===== config.mk =====
export PLATFORM = sky130hd
export DESIGN_NAME = gpb_top
export DESIGN_NICKNAME = d
export VERILOG_FILES = /design/src/gpb_pkg.sv /design/src/gpb_port.sv /design/src/gpb_top.sv
export VERILOG_INCLUDE_DIRS = /design/src
export SDC_FILE = /design/constraint.sdc
export NUM_CORES = 1
export LEC_CHECK = 0
export BUFFER_PORTS_ARGS = -buffer_cell sky130_fd_sc_hd__buf_2
export CORE_ASPECT_RATIO = 1.2
export CORE_UTILIZATION = 40
export DETAILED_ROUTE_END_ITERATION = 8
export PLACE_DENSITY = 0.67
export SLEW_MARGIN = 0
export SYNTH_ARGS = -nofsm -noshare
export SYNTH_HDL_FRONTEND = slang
export SYNTH_SLANG_ARGS = --single-unit

===== constraint.sdc =====
create_clock -name clock_in -period 7.81 [get_ports clock_in]
set_input_delay 2.343 -clock clock_in [delete_from_list [all_inputs] [get_ports clock_in]]
set_output_delay 2.343 -clock clock_in [all_outputs]
set_load 0.1 [all_outputs]

===== src/gpb_regs.svh =====
// Register indices, field masks, reset values and pin map of the port block.
`ifndef GPB_REGS_SVH
`define GPB_REGS_SVH

// ===========================================================================
// Register indices (byte address is four times the index).
`define GPB_DATA_BASE   12'hFF0
`define GPB_DIR_BASE    12'hFF2
`define GPB_PU_BASE     12'hFF3
`define GPB_IN_PORT     4'h1
`define GPB_LAST_PORT   4'h6
`define GPB_ALIAS_BIT   21
`define GPB_BITNO_LSB   18

// ===========================================================================
// Reset values and reserved bit patterns.
`define GPB_DIR_RST     8'hFF
`define GPB_PU_RST      8'h00
`define GPB_LATCH_RST   8'h00
`define GPB_ALL_ONES    8'hFF
`define GPB_OWN_P6_WAIT 8'hF0
`define GPB_OWN_P6_FREE 8'hB0

// ===========================================================================
// Pin map of the 39-bit pad vectors, one slot per bidirectional port.
`define GPB_SLOTS       6
`define GPB_PADS        39
`define GPB_SLOT_P4     3
`define GPB_SLOT_P6     5
`define GPB_P0_LSB      0
`define GPB_P2_LSB      4
`define GPB_P3_LSB      11
`define GPB_P4_LSB      19
`define GPB_P5_LSB      27
`define GPB_P6_LSB      35
`define GPB_P5_IRQ_LSB  31
`define GPB_P6_OFS      4

`endif


===== src/gpb_pkg.sv =====
// Types shared by the port block modules.
`default_nettype none
package gpb_pkg;
  typedef logic [7:0] gpb_byte_t;
  typedef logic [3:0] gpb_nib_t;
endpackage : gpb_pkg
`default_nettype wire


===== src/gpb_port.sv =====
// One latched bidirectional port: latch, direction, pull-up and pad drive.
`timescale 1ns/1ps
`default_nettype none
`include "gpb_regs.svh"
module gpb_port #(
  parameter logic [7:0] IMPL = 8'hFF
) (
  input  wire logic               clk_in,
  input  wire logic               rst_n_in,
  input  wire gpb_pkg::gpb_byte_t wdata_in,
  input  wire gpb_pkg::gpb_byte_t wmask_in,
  input  wire logic               wr_latch_in,
  input  wire logic               wr_dir_in,
  input  wire logic               wr_pu_in,
  input  wire gpb_pkg::gpb_byte_t pin_in,
  input  wire gpb_pkg::gpb_byte_t alt_out_in,
  input  wire gpb_pkg::gpb_byte_t alt_oe_in,
  input  wire gpb_pkg::gpb_byte_t own_in,
  output var  gpb_pkg::gpb_byte_t latch_out,
  output var  gpb_pkg::gpb_byte_t dir_out,
  output var  gpb_pkg::gpb_byte_t pu_out,
  output wire gpb_pkg::gpb_byte_t rd_out,
  output var  gpb_pkg::gpb_byte_t pad_out,
  output var  gpb_pkg::gpb_byte_t pad_oe_out,
  output var  gpb_pkg::gpb_byte_t pad_pu_out
);
  import gpb_pkg::*;

  // ========================================================================
  // Next values: only masked bits change, so bit and byte writes share logic.
  wire gpb_byte_t m       = wmask_in & IMPL;
  wire gpb_byte_t latch_d = wr_latch_in ?
                            ((latch_out & ~m) | (wdata_in & m)) : latch_out;
  wire gpb_byte_t dir_d   = (wr_dir_in ?
                            ((dir_out & ~m) | (wdata_in & m)) : dir_out)
                            | ~IMPL;
  wire gpb_byte_t pu_d    = (wr_pu_in ?
                            ((pu_out & ~m) | (wdata_in & m)) : pu_out)
                            & IMPL;

  // Readback mux: input-mode bits read the pin, output-mode bits read the latch.
  assign rd_out = ((dir_out & pin_in) | (~dir_out & latch_out)) & IMPL;

  // Pad drive: owner takes the pin, else direction or alternate output.
  wire gpb_byte_t oe_d  = (own_in & alt_oe_in) |
                          (~own_in & (~dir_out | alt_oe_in));
  // Alternate data is ORed on the latch, so a set latch masks it.
  wire gpb_byte_t out_d = (own_in & alt_out_in) |
                          (~own_in & (latch_out | (alt_out_in & alt_oe_in)));

  // Register state; input-mode writes only update the latch.
  always_ff @(posedge clk_in or negedge rst_n_in) begin
    if (!rst_n_in) begin
      latch_out  <= `GPB_LATCH_RST;
      dir_out    <= `GPB_DIR_RST;
      pu_out     <= `GPB_PU_RST;
    end else begin
      latch_out  <= latch_d;
      dir_out    <= dir_d;
      pu_out     <= pu_d;
    end
  end

  // Registered pad controls; the enable is off while in reset.
  always_ff @(posedge clk_in or negedge rst_n_in) begin
    if (!rst_n_in) begin
      pad_out    <= `GPB_LATCH_RST;
      pad_oe_out <= `GPB_PU_RST;
      pad_pu_out <= `GPB_PU_RST;
    end else begin
      pad_out    <= out_d & IMPL;
      pad_oe_out <= oe_d & IMPL;
      pad_pu_out <= pu_out;
    end
  end
endmodule : gpb_port
`default_nettype wire


===== src/gpb_top.sv =====
// Port block top: APB register slave, six latched ports and input port.
`timescale 1ns/1ps
`default_nettype none
`include "gpb_regs.svh"
module gpb_top (
  input  wire logic                 clock_in,
  input  wire logic                 rstn_in,
  input  wire logic [21:0]          paddr_in,
  input  wire logic                 psel_in,
  input  wire logic                 penable_in,
  input  wire logic                 pwrite_in,
  input  wire logic [31:0]          pwdata_in,
  output logic      [31:0]          prdata_out,
  output logic                      pready_out,
  output logic                      pslverr_out,
  input  wire gpb_pkg::gpb_byte_t   analog_inputs_in,
  input  wire logic [`GPB_PADS-1:0] pad_in,
  output logic      [`GPB_PADS-1:0] pad_out,
  output logic      [`GPB_PADS-1:0] pad_oe_out,
  output logic      [`GPB_PADS-1:0] pad_pu_out,
  input  wire logic [`GPB_PADS-1:0] alt_out_in,
  input  wire logic [`GPB_PADS-1:0] alt_oe_in,
  input  wire logic                 exp_mode_in,
  input  wire logic                 wait_used_in,
  output logic      [7:0]           ext_irq_input_out
);
  import gpb_pkg::*;

  localparam int NS = `GPB_SLOTS;
  localparam int LSB [NS] = '{`GPB_P0_LSB, `GPB_P2_LSB, `GPB_P3_LSB,
                              `GPB_P4_LSB, `GPB_P5_LSB, `GPB_P6_LSB};
  localparam int WID [NS] = '{4, 7, 8, 8, 8, 4};
  localparam int OFS [NS] = '{0, 0, 0, 0, 0, `GPB_P6_OFS};

  // ========================================================================
  // Reset release through two flip-flops.
  logic rst_meta_n_q;
  logic rst_sync_n_q;

  // The whole design runs on the synchronised reset copy.
  always_ff @(posedge clock_in or negedge rstn_in) begin
    if (!rstn_in) begin
      rst_meta_n_q <= 1'b0;
      rst_sync_n_q <= 1'b0;
    end else begin
      rst_meta_n_q <= 1'b1;
      rst_sync_n_q <= rst_meta_n_q;
    end
  end

  // ========================================================================
  // Address decode: word index, bit alias flag and bit number.
  logic pready_q;
  wire [15:0]    idx      = paddr_in[17:2];
  wire gpb_nib_t pnum     = idx[3:0];
  wire           is_alias = paddr_in[`GPB_ALIAS_BIT];
  wire [2:0]     bitno    = paddr_in[`GPB_BITNO_LSB +: 3];
  wire           is_data  = idx[15:4] == `GPB_DATA_BASE;
  wire           is_dir   = idx[15:4] == `GPB_DIR_BASE;
  wire           is_pu    = idx[15:4] == `GPB_PU_BASE;
  wire           is_in    = is_data && (pnum == `GPB_IN_PORT);
  wire           pnum_ok  = pnum <= `GPB_LAST_PORT;
  wire [2:0]     slot     = (pnum == 4'h0) ? 3'h0 : 3'(pnum - 4'h1);
  wire           hit      = pnum_ok && (is_data ||
                            ((is_dir || is_pu) && !is_in &&
                             pnum != `GPB_IN_PORT));

  // Phases: setup prepares the answer, completion commits a write.
  wire setup = psel_in && !penable_in && !pready_q;
  wire done  = psel_in && penable_in && pready_q;
  wire wr_ok = done && pwrite_in && hit && !is_in;

  // Bit writes touch one bit of the addressed register only, byte writes every implemented bit.
  wire gpb_byte_t wmask = is_alias ? 8'(8'h01 << bitno)
                                   : `GPB_ALL_ONES;
  wire gpb_byte_t wdata = is_alias ? {8{pwdata_in[0]}}
                                   : pwdata_in[7:0];

  // ========================================================================
  // Port instances, one per bidirectional port.
  gpb_byte_t latch_w [NS];
  gpb_byte_t dir_w   [NS];
  gpb_byte_t pu_w    [NS];
  gpb_byte_t rd_w    [NS];
  gpb_byte_t pout_w  [NS];
  gpb_byte_t poe_w   [NS];
  gpb_byte_t ppu_w   [NS];

  for (genvar k = 0; k < NS; k++) begin : g_port
    localparam logic [7:0] IMPL =
      8'((9'h001 << WID[k]) - 9'h001) << OFS[k];
    wire gpb_byte_t pin  = 8'(pad_in[LSB[k] +: WID[k]]) << OFS[k];
    wire gpb_byte_t aout = 8'(alt_out_in[LSB[k] +: WID[k]]) << OFS[k];
    wire gpb_byte_t aoe  = 8'(alt_oe_in[LSB[k] +: WID[k]]) << OFS[k];
    // Expansion mode hands the bus pins to the external bus logic.
    wire gpb_byte_t own  =
      !exp_mode_in ? 8'h00 :
      (k == `GPB_SLOT_P4) ? `GPB_ALL_ONES :
      (k == `GPB_SLOT_P6) ? (wait_used_in ? `GPB_OWN_P6_WAIT
                                          : `GPB_OWN_P6_FREE) :
      8'h00;
    wire sel = (3'(k) == slot);

    gpb_port #(.IMPL(IMPL)) u_port (
      .clk_in      (clock_in),
      .rst_n_in    (rst_sync_n_q),
      .wdata_in    (wdata),
      .wmask_in    (wmask),
      .wr_latch_in (wr_ok && sel && is_data),
      .wr_dir_in   (wr_ok && sel && is_dir),
      .wr_pu_in    (wr_ok && sel && is_pu),
      .pin_in      (pin),
      .alt_out_in  (aout),
      .alt_oe_in   (aoe),
      .own_in      (own),
      .latch_out   (latch_w[k]),
      .dir_out     (dir_w[k]),
      .pu_out      (pu_w[k]),
      .rd_out      (rd_w[k]),
      .pad_out     (pout_w[k]),
      .pad_oe_out  (poe_w[k]),
      .pad_pu_out  (ppu_w[k])
    );

    // Pad vectors are taken straight from the port's flip-flops.
    assign pad_out[LSB[k] +: WID[k]]    = pout_w[k][OFS[k] +: WID[k]];
    assign pad_oe_out[LSB[k] +: WID[k]] = poe_w[k][OFS[k] +: WID[k]];
    assign pad_pu_out[LSB[k] +: WID[k]] = ppu_w[k][OFS[k] +: WID[k]];
  end

  // ========================================================================
  // Read data selection.
  wire [2:0] rslot = (slot < 3'(NS)) ? slot : 3'h0;
  wire gpb_byte_t rd_byte =
    is_in   ? analog_inputs_in :
    is_data ? rd_w[rslot] :
    is_dir  ? dir_w[rslot] : pu_w[rslot];
  wire [31:0] rd_word = !hit     ? 32'h0000_0000 :
                        is_alias ? {31'h0000_0000, rd_byte[bitno]}
                                 : {24'h00_0000, rd_byte};

  logic [31:0] prdata_q;
  logic        pslverr_q;

  // One wait-free answer: pready rises in the first access cycle.
  always_ff @(posedge clock_in or negedge rst_sync_n_q) begin
    if (!rst_sync_n_q) begin
      pready_q  <= 1'b0;
      pslverr_q <= 1'b0;
      prdata_q  <= 32'h0000_0000;
    end else begin
      pready_q  <= setup;
      pslverr_q <= setup ? !hit : pslverr_q;
      prdata_q  <= (setup && !pwrite_in) ? rd_word : prdata_q;
    end
  end

  assign pready_out  = pready_q;
  assign pslverr_out = pslverr_q;
  assign prdata_out  = prdata_q;

  // ========================================================================
  // Interrupt pin levels, including levels the block drives itself.
  wire [`GPB_PADS-1:0] lvl = (pad_oe_out & pad_out) |
                             (~pad_oe_out & pad_in);
  logic [7:0] irq_q;

  // Port 0 and upper port 5 feed the interrupt and trigger inputs.
  always_ff @(posedge clock_in or negedge rst_sync_n_q) begin
    if (!rst_sync_n_q) begin
      irq_q <= 8'h00;
    end else begin
      irq_q <= {lvl[`GPB_P5_IRQ_LSB +: 4], lvl[`GPB_P0_LSB +: 4]};
    end
  end

  assign ext_irq_input_out = irq_q;

  // Helpers holding the previous cycle's slot, bit and data, and whether that cycle committed a bit write to an implemented data register bit.
  logic [2:0] chk_slot_q;
  logic [2:0] chk_bit_q;
  logic       chk_val_q;
  logic       chk_bw_q;

  // Captures the target of a bit write to a data register.
  always_ff @(posedge clock_in or negedge rst_sync_n_q) begin
    if (!rst_sync_n_q) begin
      chk_slot_q <= 3'h0;
      chk_bit_q  <= 3'h0;
      chk_val_q  <= 1'b0;
      chk_bw_q   <= 1'b0;
    end else begin
      chk_slot_q <= rslot;
      chk_bit_q  <= bitno;
      chk_val_q  <= pwdata_in[0];
      chk_bw_q   <= wr_ok && is_data && is_alias &&
                    (WID[rslot] + OFS[rslot] > int'(bitno)) &&
                    (OFS[rslot] <= int'(bitno));
    end
  end
endmodule : gpb_top
`default_nettype wire


==> results of run 1 <==
==> where the power goes <==
group | internal (mW) | switching (mW)
Combinational | 0.0852 | 0.328
Clock | 0.757 | 0.528
Sequential | 1.33 | 0.0119
==> metrics by stage <==
step,utilization,setup WS (ps)
after CTS,0.500,2360
after global routing,0.500,2090
final,0.500,2230
after detailed placement,0.468,1820
after global placement,0.468,1820
after floorplan,-,275
==> worst paths after layout <==
check                                                       to  cells after the start
worst min-delay path                              rst_sync_n_q                      0
worst min register to register                    rst_sync_n_q                      0
max in group asynchronous          g_port[4].u_port.pad_out[7]                      2
worst max register to register                            flop                      6
min in group asynchronous       g_port[1].u_port.pad_oe_out[2]                      0
worst max-delay path                                      flop                      9
==> synthesized netlist by cell type (all sizes together) (12+ instances only) <==
| master | count |
|---|---|
| nand2 | 95 |
| a21o | 29 |
| nand2b | 35 |
| buf | 39 |
| nand3 | 12 |
| nor2 | 44 |
| and2 | 12 |
| inv | 18 |
| clkbuf | 51 |
| mux2i | 36 |
| mux2 | 26 |
| dfrtp | 215 |
| a21oi | 42 |
| o31ai | 95 |
| o21bai | 12 |
| o21ai | 139 |
| dfstp | 39 |
==> layout by cell type, fill, tap and decap left out, drive strengths merged, types with 20 or more instances in the layout <==
master | netlist | layout
a21oi | 42 | 42
nand2 | 95 | 95
buf | 39 | 307
dfstp | 39 | 39
dfrtp | 215 | 215
a21o | 29 | 29
conb | 2 | 25
mux2i | 36 | 36
o21ai | 139 | 139
nand2b | 35 | 35
inv | 18 | 20
nor2 | 44 | 44
o31ai | 95 | 95
mux2 | 26 | 26
clkbuf | 51 | 35
==> layout make-up <==
class / instances / share of cell area
Multi-Input combinational cell: 720 / 0.325
Antenna cell: 4 / 0.000717
Inverter: 19 / 0.00511
Clock inverter: 14 / 0.0116
Timing Repair Buffer: 307 / 0.112
Tap cell: 379 / 0.0340
Clock buffer: 35 / 0.0520
Sequential cell: 254 / 0.459
==> cell families after synthesis <==
kind of cell    after synthesis  share of synthesized area
compound gates              385                      0.220
flops                       254                      0.563
mux                          63                     0.0594
other cells                   2                   0.000661
simple gates                240                      0.102
fa+ha+maj                     6                    0.00660
xor+xnor                      1                   0.000771
buf+inv                     109                     0.0467
==> layer usage <==
metal  share of wire  up-vias  track usage
met3           0.076       58       0.0413
met2            0.47      386        0.403
met4           0.023        0       0.0701
met1            0.43     4667        0.338
met5               0        -            0
li1                -     4343            -
==> results.sh, run 1 <==
export IMPL_critical_path_max_fanout=11
export IMPL_drt_wl_total_mm=35.8
export IMPL_port_buffer_count=294
export IMPL_rsz0062_at_grt="no"
export IMPL_synth_edff_count=0
export IMPL_multi_input_area_mm2=0.00454
export IMPL_antenna_found_initial=3
export IMPL_crit_path_cell_trace="buf_2 > inv_1 > ha_1 > nor2b_1 > a21oi_1 > nor2_1 > nand3_1 > o21ai_0 > o31ai_1"
export IMPL_cp_top_family="simple AND/OR/NAND/NOR gates"
export IMPL_max_vdd_ir_drop_v=0.000149
export IMPL_setup_tns_ps=0
export IMPL_p_per_area_mw_per_mm2=218
export IMPL_viasPerCell=5.46
export IMPL_die_w_um=156
export IMPL_io_pins=345
export IMPL_synth_ff_type="dfrtp_1"
export IMPL_arrival_ps=5940
export IMPL_clockBufferDepth=3
export IMPL_regToRegSetupSlack_ps=4970
export IMPL_timing_critical_path_buf_inv=2
export IMPL_hold_buffers=0
export IMPL_holdWs_ps=353
export IMPL_clock_latency_ps=530
export IMPL_seq_area_frac_synth=0.563
export IMPL_critPathCaptureType="flop"
export IMPL_startpoint="paddr_in[2]"
export IMPL_power_total_mw=3.04
export IMPL_clkSinkCount=254
export IMPL_slew_headroom=0.124
export IMPL_dieArea_mm2=0.0291
export IMPL_postSynthCellCount=1060
export IMPL_gp_congestion=0.860
export IMPL_synth_avg_cell_area_um2=10.7
export IMPL_cap_violations=0
export IMPL_stdcell_count=1732
export IMPL_tritoncts="yes"
export IMPL_cp_required_ps=8170
export IMPL_postLayoutCellArea_mm2=0.0140
export IMPL_drcViolationCount=0
export IMPL_synth_top_area_cell="dfrtp_1"
export IMPL_cts_resized=0
export IMPL_final_setup_viol_count=0
export IMPL_ys_seq_elements=254
export IMPL_critPathMaxStageDelay_ps=930
export IMPL_synth_top_cell_area_share=0.473
export IMPL_yosysUniqueCellTypes=67
export IMPL_cts_clk_slew_worst_paths_ps=60
export IMPL_status="completed"
export IMPL_placeableCoreArea_mm2=0.0279
export IMPL_period_needed_ps=5580
export IMPL_synth_area_mm2=0.0114
export IMPL_seq_area_mm2=0.00641
export IMPL_dpl_cell_area_mm2=0.0131
export IMPL_nets=1521
export IMPL_yosysWarnings=0
export IMPL_place_inst=1679
export IMPL_critPathLaunchType="input pin"
export IMPL_skew_ps=6.17
export IMPL_first_pass_iters=7
export IMPL_grt_max_degree=78
export IMPL_rows=67
export IMPL_synthArstFlopShare=1.00
export IMPL_drtIter0Drc=712
export IMPL_drtAntennaViolNets=0
export IMPL_hpwl_mm=25.1
export IMPL_area_growth_pct=22.9
export IMPL_tightest_slew_ps=1310
export IMPL_drive_gt1_frac=0.322
export IMPL_critPathKind="input pin to flop"
export IMPL_cts_max_level=1
export IMPL_die_h_um=187
export IMPL_max_freq_mhz=179
export IMPL_cts_buffers_inserted=27
export IMPL_post_cts_repair_setup_buffers=0
export IMPL_finalMaxSlewViolations=0
export IMPL_reg2reg_from="pready_out"
export IMPL_nFillCells=2649
export IMPL_holdCritPathClass="flop to flop"
export IMPL_via_count=9454
export IMPL_synthTopCellsByArea="dfrtp_1, dfstp_2, o31ai_1, o21ai_0, mux2i_1"
export IMPL_start_util=0.407
export IMPL_grt_pass1_wl_mm=54.4
export IMPL_root_buffer="clkbuf_16"
export IMPL_power_leakage_nw=6.43
export IMPL_overflow=0
export IMPL_hold_violations=0
export IMPL_min_from="rst_meta_n_q"
export IMPL_fin_crit_sh=0.714
export IMPL_grt_use_total=0.247
export IMPL_first_global_vias=9259
export IMPL_slowest_stage="nand3_1"
export IMPL_routedWlPerCell_um=20.7
No activity file was read; power rests on OpenSTA's default activity.
==> inputs of run 2 (changes only) <==
PLACE_DENSITY = not set   (was 0.67)
clock period = 5.3 ns   (was 7.81 ns; I/O delays follow)
==> run 2 against run 1 <==
Non-clock buffer count grew 25. Register-to-register slack worse by 2100 ps. Critical path depth is 4 higher. Clock power grew 45%. Wire length is 0.50% higher. First-iteration DRC count up 5.5%.
==> results.sh, run 2 (synthesis gave the netlist of run 1 again) <==
export IMPL_cts_clk_slew_worst_paths_ps=60
export IMPL_hold_violations=0
export IMPL_crit_path_cell_trace="buf_2 > inv_1 > ha_1 > xnor2_1 > o211a_2 > buf_12 > nand2_1 > and3_1 > o31a_1 > a2111o_1 > o41a_1 > a211oi_2 > a41o_1"
export IMPL_viasPerCell=5.38
export IMPL_tritoncts="yes"
export IMPL_p_per_area_mw_per_mm2=314
export IMPL_antenna_found_initial=5
export IMPL_clkSinkCount=254
export IMPL_clock_latency_ps=540
export IMPL_grt_max_degree=111
export IMPL_finalMaxSlewViolations=0
export IMPL_rsz0062_at_grt="no"
export IMPL_status="completed"
export IMPL_dieArea_mm2=0.0291
export IMPL_seq_area_mm2=0.00641
export IMPL_arrival_ps=4810
export IMPL_die_w_um=156
export IMPL_hold_buffers=0
export IMPL_holdCritPathClass="flop to async pin"
export IMPL_via_count=9443
export IMPL_io_pins=345
export IMPL_grt_use_total=0.248
export IMPL_grt_pass1_wl_mm=54.6
export IMPL_die_h_um=187
export IMPL_final_cell_mix="buf_2, dfrtp_1, o21ai_0"
export IMPL_slowest_stage="o211a_2"
export IMPL_gp_congestion=0.886
export IMPL_first_global_vias=9184
export IMPL_power_leakage_nw=6.55
export IMPL_critPathKind="input pin to flop"
export IMPL_nets=1546
export IMPL_drtAntennaViolNets=0
export IMPL_slew_headroom=0.146
export IMPL_drtIter0Drc=751
export IMPL_timing_critical_path_buf_inv=3
export IMPL_area_growth_pct=24.7
export IMPL_setup_tns_ps=0
export IMPL_overflow=0
export IMPL_period_needed_ps=4330
export IMPL_critPathCaptureType="flop"
export IMPL_max_vdd_ir_drop_v=0.000191
export IMPL_tightest_slew_ps=1280
export IMPL_placeableCoreArea_mm2=0.0279
export IMPL_final_setup_viol_count=0
export IMPL_cts_resized=0
export IMPL_nFillCells=2610
export IMPL_cp_top_family="compound AO/OA/AOI/OAI gates"
export IMPL_drive_gt1_frac=0.335
export IMPL_max_freq_mhz=231
export IMPL_cap_violations=0
export IMPL_routedWlPerCell_um=20.5
export IMPL_fin_crit_sh=0.816
export IMPL_port_buffer_count=294
export IMPL_drt_wl_total_mm=36.0
export IMPL_root_buffer="clkbuf_16"
export IMPL_cp_required_ps=5780
export IMPL_multi_input_area_mm2=0.00455
export IMPL_rows=67
export IMPL_cts_max_level=1
export IMPL_critPathMaxStageDelay_ps=420
export IMPL_clockBufferDepth=3
export IMPL_cts_buffers_inserted=27
export IMPL_critPathLaunchType="input pin"
export IMPL_skew_ps=18.0
export IMPL_critical_path_max_fanout=30
export IMPL_start_util=0.407
export IMPL_holdWs_ps=250
export IMPL_drcViolationCount=0
export IMPL_first_pass_iters=5
export IMPL_final_common_cell="buf_2"
export IMPL_hpwl_mm=26.0
export IMPL_post_cts_repair_setup_buffers=0
## run 2: cell types whose count changed in the layout (fill, tap and decap cells not counted), moves of 2 or more
cell / previous run / this run
buf_4: 13 / 35
bufinv_16: 3 / 1
buf_12: 0 / 3
inv_6: 2 / 0
clkbuf_8: 2 / 7
## run 2: worst paths after layout
path | cells past startpoint | slack, ps | end | startpoint
hold / removal | 0 | 250 | g_port[1].u_port.pad_pu_out[2] | rst_sync_n_q
max in group asynchronous | 1 | 3960 | g_port[3].u_port.pad_oe_out[7] | rst_sync_n_q
setup / recovery | 13 | 970 | prdata_out[0] | paddr_in[2]
hold reg to reg | 0 | 250 | g_port[1].u_port.pad_pu_out[2] | rst_sync_n_q
setup reg to reg | 8 | 2830 | flop | pready_out
min in group clock_in | 0 | 350 | rst_sync_n_q | rst_meta_n_q
## run 2: layer usage
layer | wire length, µm | global-route usage
met5 | 21 | 0
met1 | 15100 | 0.336
met3 | 2900 | 0.0469
met2 | 17200 | 0.404
met4 | 846 | 0.0698
## run 2: report_power, final
part	switching, mW	internal, mW	total [mW]
logic	0.493	0.138	0.631
clock network	0.769	1.08	1.85
registers	0.0104	1.97	1.98
total	1.27	3.18	4.46
## run 2: worst reg2reg max path, stage by stage, from the launching register on
cell	delay, ps
dfrtp_1	360
nand4_1	170
nor3_1	240
buf_4	190
and4_1	320
nand2_1	310
buf_4	300
nor2_1	120
mux2_2	340
## run 2: final cells by class
cell class | count | share of cell area
antenna | 3 | 0.000530
clock buffer | 40 | 0.0561
clock inverter | 9 | 0.00512
inverter | 19 | 0.00503
multi-input combinational | 720 | 0.321
sequential | 254 | 0.452
tap | 379 | 0.0335
timing repair buffer | 332 | 0.127
## run 2: per-stage QoR
step	cells	power (mW)	cell area (µm²)	worst slack (ps)	utilization
detailed placement	1704	2.64	13300	504	0.476
floorplan	1083	2.47	11500	1170	-
global route	1754	4.61	14200	843	0.508
CTS	1753	4.49	14200	1050	0.507
finish	1756	4.46	14200	975	0.508
global placement	1704	2.64	13300	511	0.476
==> inputs of run 3 (changes only) <==
ABC_AREA = 1   (was not set)
PLACE_DENSITY = 0.67   (was not set)
clock period = 3.6 ns   (was 5.3 ns; I/O delays follow)
==> run 3 against run 2 <==
Worst hold slack improved by 68 ps. Synthesized cell count rose by 37%. Total power is 56% higher. First-iteration DRC count is 49% higher. Design area grew 6.7%. Clock power increased by 65%. Sequential share of layout area decreased by 2.8 points. Combinational power rose by 56%. Count of clock-buffer cells in the layout down 6. Clock skew down 9.5 ps. Global-route usage grew 0.12 points. Critical path type unchanged.
==> results.sh, run 3 <==
export IMPL_first_pass_iters=5
export IMPL_nets=1964
export IMPL_stdcell_count=2188
export IMPL_cts_clk_slew_worst_paths_ps=70
export IMPL_arrival_ps=3330
export IMPL_synth_area_mm2=0.0120
export IMPL_placeableCoreArea_mm2=0.0296
export IMPL_synth_ff_type="dfrtp_1"
export IMPL_post_cts_repair_setup_buffers=0
export IMPL_antenna_found_initial=5
export IMPL_power_leakage_nw=7.49
export IMPL_seq_area_mm2=0.00641
export IMPL_critical_path_max_fanout=36
export IMPL_cap_violations=0
export IMPL_hpwl_mm=28.1
export IMPL_startpoint="paddr_in[2]"
export IMPL_drt_wl_total_mm=38.6
export IMPL_finalMaxSlewViolations=0
export IMPL_viasPerCell=4.99
export IMPL_routedWlPerCell_um=17.6
export IMPL_synth_top_cell_area_share=0.447
export IMPL_rows=69
export IMPL_holdCritPathClass="input pin to async pin"
export IMPL_status="completed"
export IMPL_tritoncts="yes"
export IMPL_drive_gt1_frac=0.274
export IMPL_yosysMostFrequentCell="nand2_1"
export IMPL_port_buffer_count=294
export IMPL_final_common_cell="nand2_1"
export IMPL_first_global_vias=10400
export IMPL_yosysWarnings=0
export IMPL_cp_required_ps=4030
export IMPL_cts_resized=0
export IMPL_clock_latency_ps=540
export IMPL_period_needed_ps=2900
export IMPL_multi_input_area_mm2=0.00443
export IMPL_dpl_cell_area_mm2=0.0141
export IMPL_clockBufferDepth=3
export IMPL_die_w_um=160
export IMPL_synth_edff_count=0
export IMPL_gp_congestion=0.884
export IMPL_grt_max_degree=82
export IMPL_nFillCells=2831
export IMPL_via_count=10900
export IMPL_grt_use_total=0.249
export IMPL_met1_usage=0.301
export IMPL_final_setup_viol_count=0
export IMPL_max_vdd_ir_drop_v=0.000326
export IMPL_synth_avg_cell_area_um2=8.33
export IMPL_fin_util=0.511
export IMPL_cts_buffers_inserted=27
export IMPL_setup_tns_ps=0
export IMPL_critPathLaunchType="input pin"
export IMPL_p_per_area_mw_per_mm2=460
export IMPL_slew_headroom=0.264
export IMPL_rsz0062_at_grt="no"
export IMPL_postSynthCellCount=1447
export IMPL_tightest_slew_ps=1100
export IMPL_synth_top_area_cell="dfrtp_1"
export IMPL_postLayoutCellArea_mm2=0.0151
export IMPL_max_freq_mhz=345
export IMPL_gr_usage_met3=0.0471
export IMPL_skew_ps=8.53
export IMPL_seq_area_frac_synth=0.532
export IMPL_start_util=0.407
export IMPL_hold_violations=0
export IMPL_cts_max_level=1
export IMPL_critPathCaptureType="flop"
export IMPL_root_buffer="clkbuf_16"
export IMPL_critPathKind="input pin to flop"
export IMPL_yosysUniqueCellTypes=43
export IMPL_io_pins=345
export IMPL_place_inst=2133
export IMPL_drcViolationCount=0
export IMPL_die_h_um=192
export IMPL_area_growth_pct=25.5
export IMPL_synthArstFlopShare=1.00
export IMPL_met2_usage=0.434
export IMPL_clkSinkCount=254
export IMPL_reg2reg_from="pready_out"
export IMPL_overflow=0
export IMPL_synthTopCellsByArea="dfrtp_1, nand2_1, dfstp_2, inv_1, o21ai_0"
export IMPL_ys_seq_elements=254
export IMPL_hold_buffers=0
export IMPL_grt_pass1_wl_mm=58.4
export IMPL_gr_max_usage_layer="met2"
export IMPL_ys_top_cells_by_count="nand2_1, inv_1, dfrtp_1, o21ai_0, nand3_1"
export IMPL_final_cell_mix="nand2_1, buf_2, inv_1"
export IMPL_drtAntennaViolNets=0
export IMPL_dieArea_mm2=0.0308
export IMPL_drtIter0Drc=1116
export IMPL_fin_crit_sh=0.805
-- run 3: changes by cell type after synthesis, sizes merged, moves of 33 or more --
cell	delta
o31ai	-95
mux2i	-33
nand3	+108
nand2	+254
inv	+215
nand2b	-35
-- run 3: cell families after synthesis --
group,Yosys count,share of synthesized area
buffers and inverters,306,0.108
flip-flops,254,0.532
other,2,0.000623
multiplexers,11,0.00997
AND/OR/NAND/NOR,566,0.204
adder cells (fa/ha/maj),6,0.00623
AO/OA/AOI/OAI,302,0.139
-- run 3: per-layer routing --
layer	routed length, µm	up-vias
met5	0	-
met4	1330	0
met3	3180	79
met2	19300	501
met1	14800	5081
li1	-	5248
-- run 3: final timing paths --
kind | to | slack, ps | cells past startpoint
max in group asynchronous | async pin | 2110 | 1
worst max-delay path | prdata_out[0] | 700 | 22
min in group clock_in | rst_sync_n_q | 360 | 0
worst min register to register | rst_sync_n_q | 360 | 0
worst min-delay path | rst_sync_n_q | 320 | 1
worst max register to register | flop | 1510 | 9
-- run 3: final cells by class --
type / instances / area share
multi-input combinational: 910 / 0.293
tap: 390 / 0.0323
inverter: 239 / 0.0594
sequential: 254 / 0.424
timing repair buffer: 340 / 0.126
antenna: 5 / 0.000828
clock buffer: 34 / 0.0484
clock inverter: 16 / 0.0163
-- run 3: where the power goes --
part	switching [mW]	internal (mW)	total, mW
clock	1.18	1.87	3.05
combinational	0.760	0.227	0.987
sequential	0.0282	2.89	2.92
total	1.96	4.99	6.96
-- run 3: critical path, cell delays in order --
cell and delay, ps:
buf_2 140, inv_1 100, ha_1 320, inv_1 90, nand3_2 110, nand2_2 120
buf_12 210, inv_2 150, nand2_1 80, nand3_1 90, nand2_1 70, inv_1 30
nand2_1 50, nand2_1 40, nand2_1 140, nand2_1 70, nand2_1 60, inv_1 30
nand2_1 50, nand3_1 120, nand2_1 80, nand2_1 50
-- run 3: metrics by stage --
step                power [mW]  setup WS, ps  hold WS [ps]
floorplan                 3.66           550           331
global placement          3.95           184           335
detailed placement        3.96           162           336
CTS                       7.02           725           297
global route              7.21           510           299
finish                    6.96           703           318
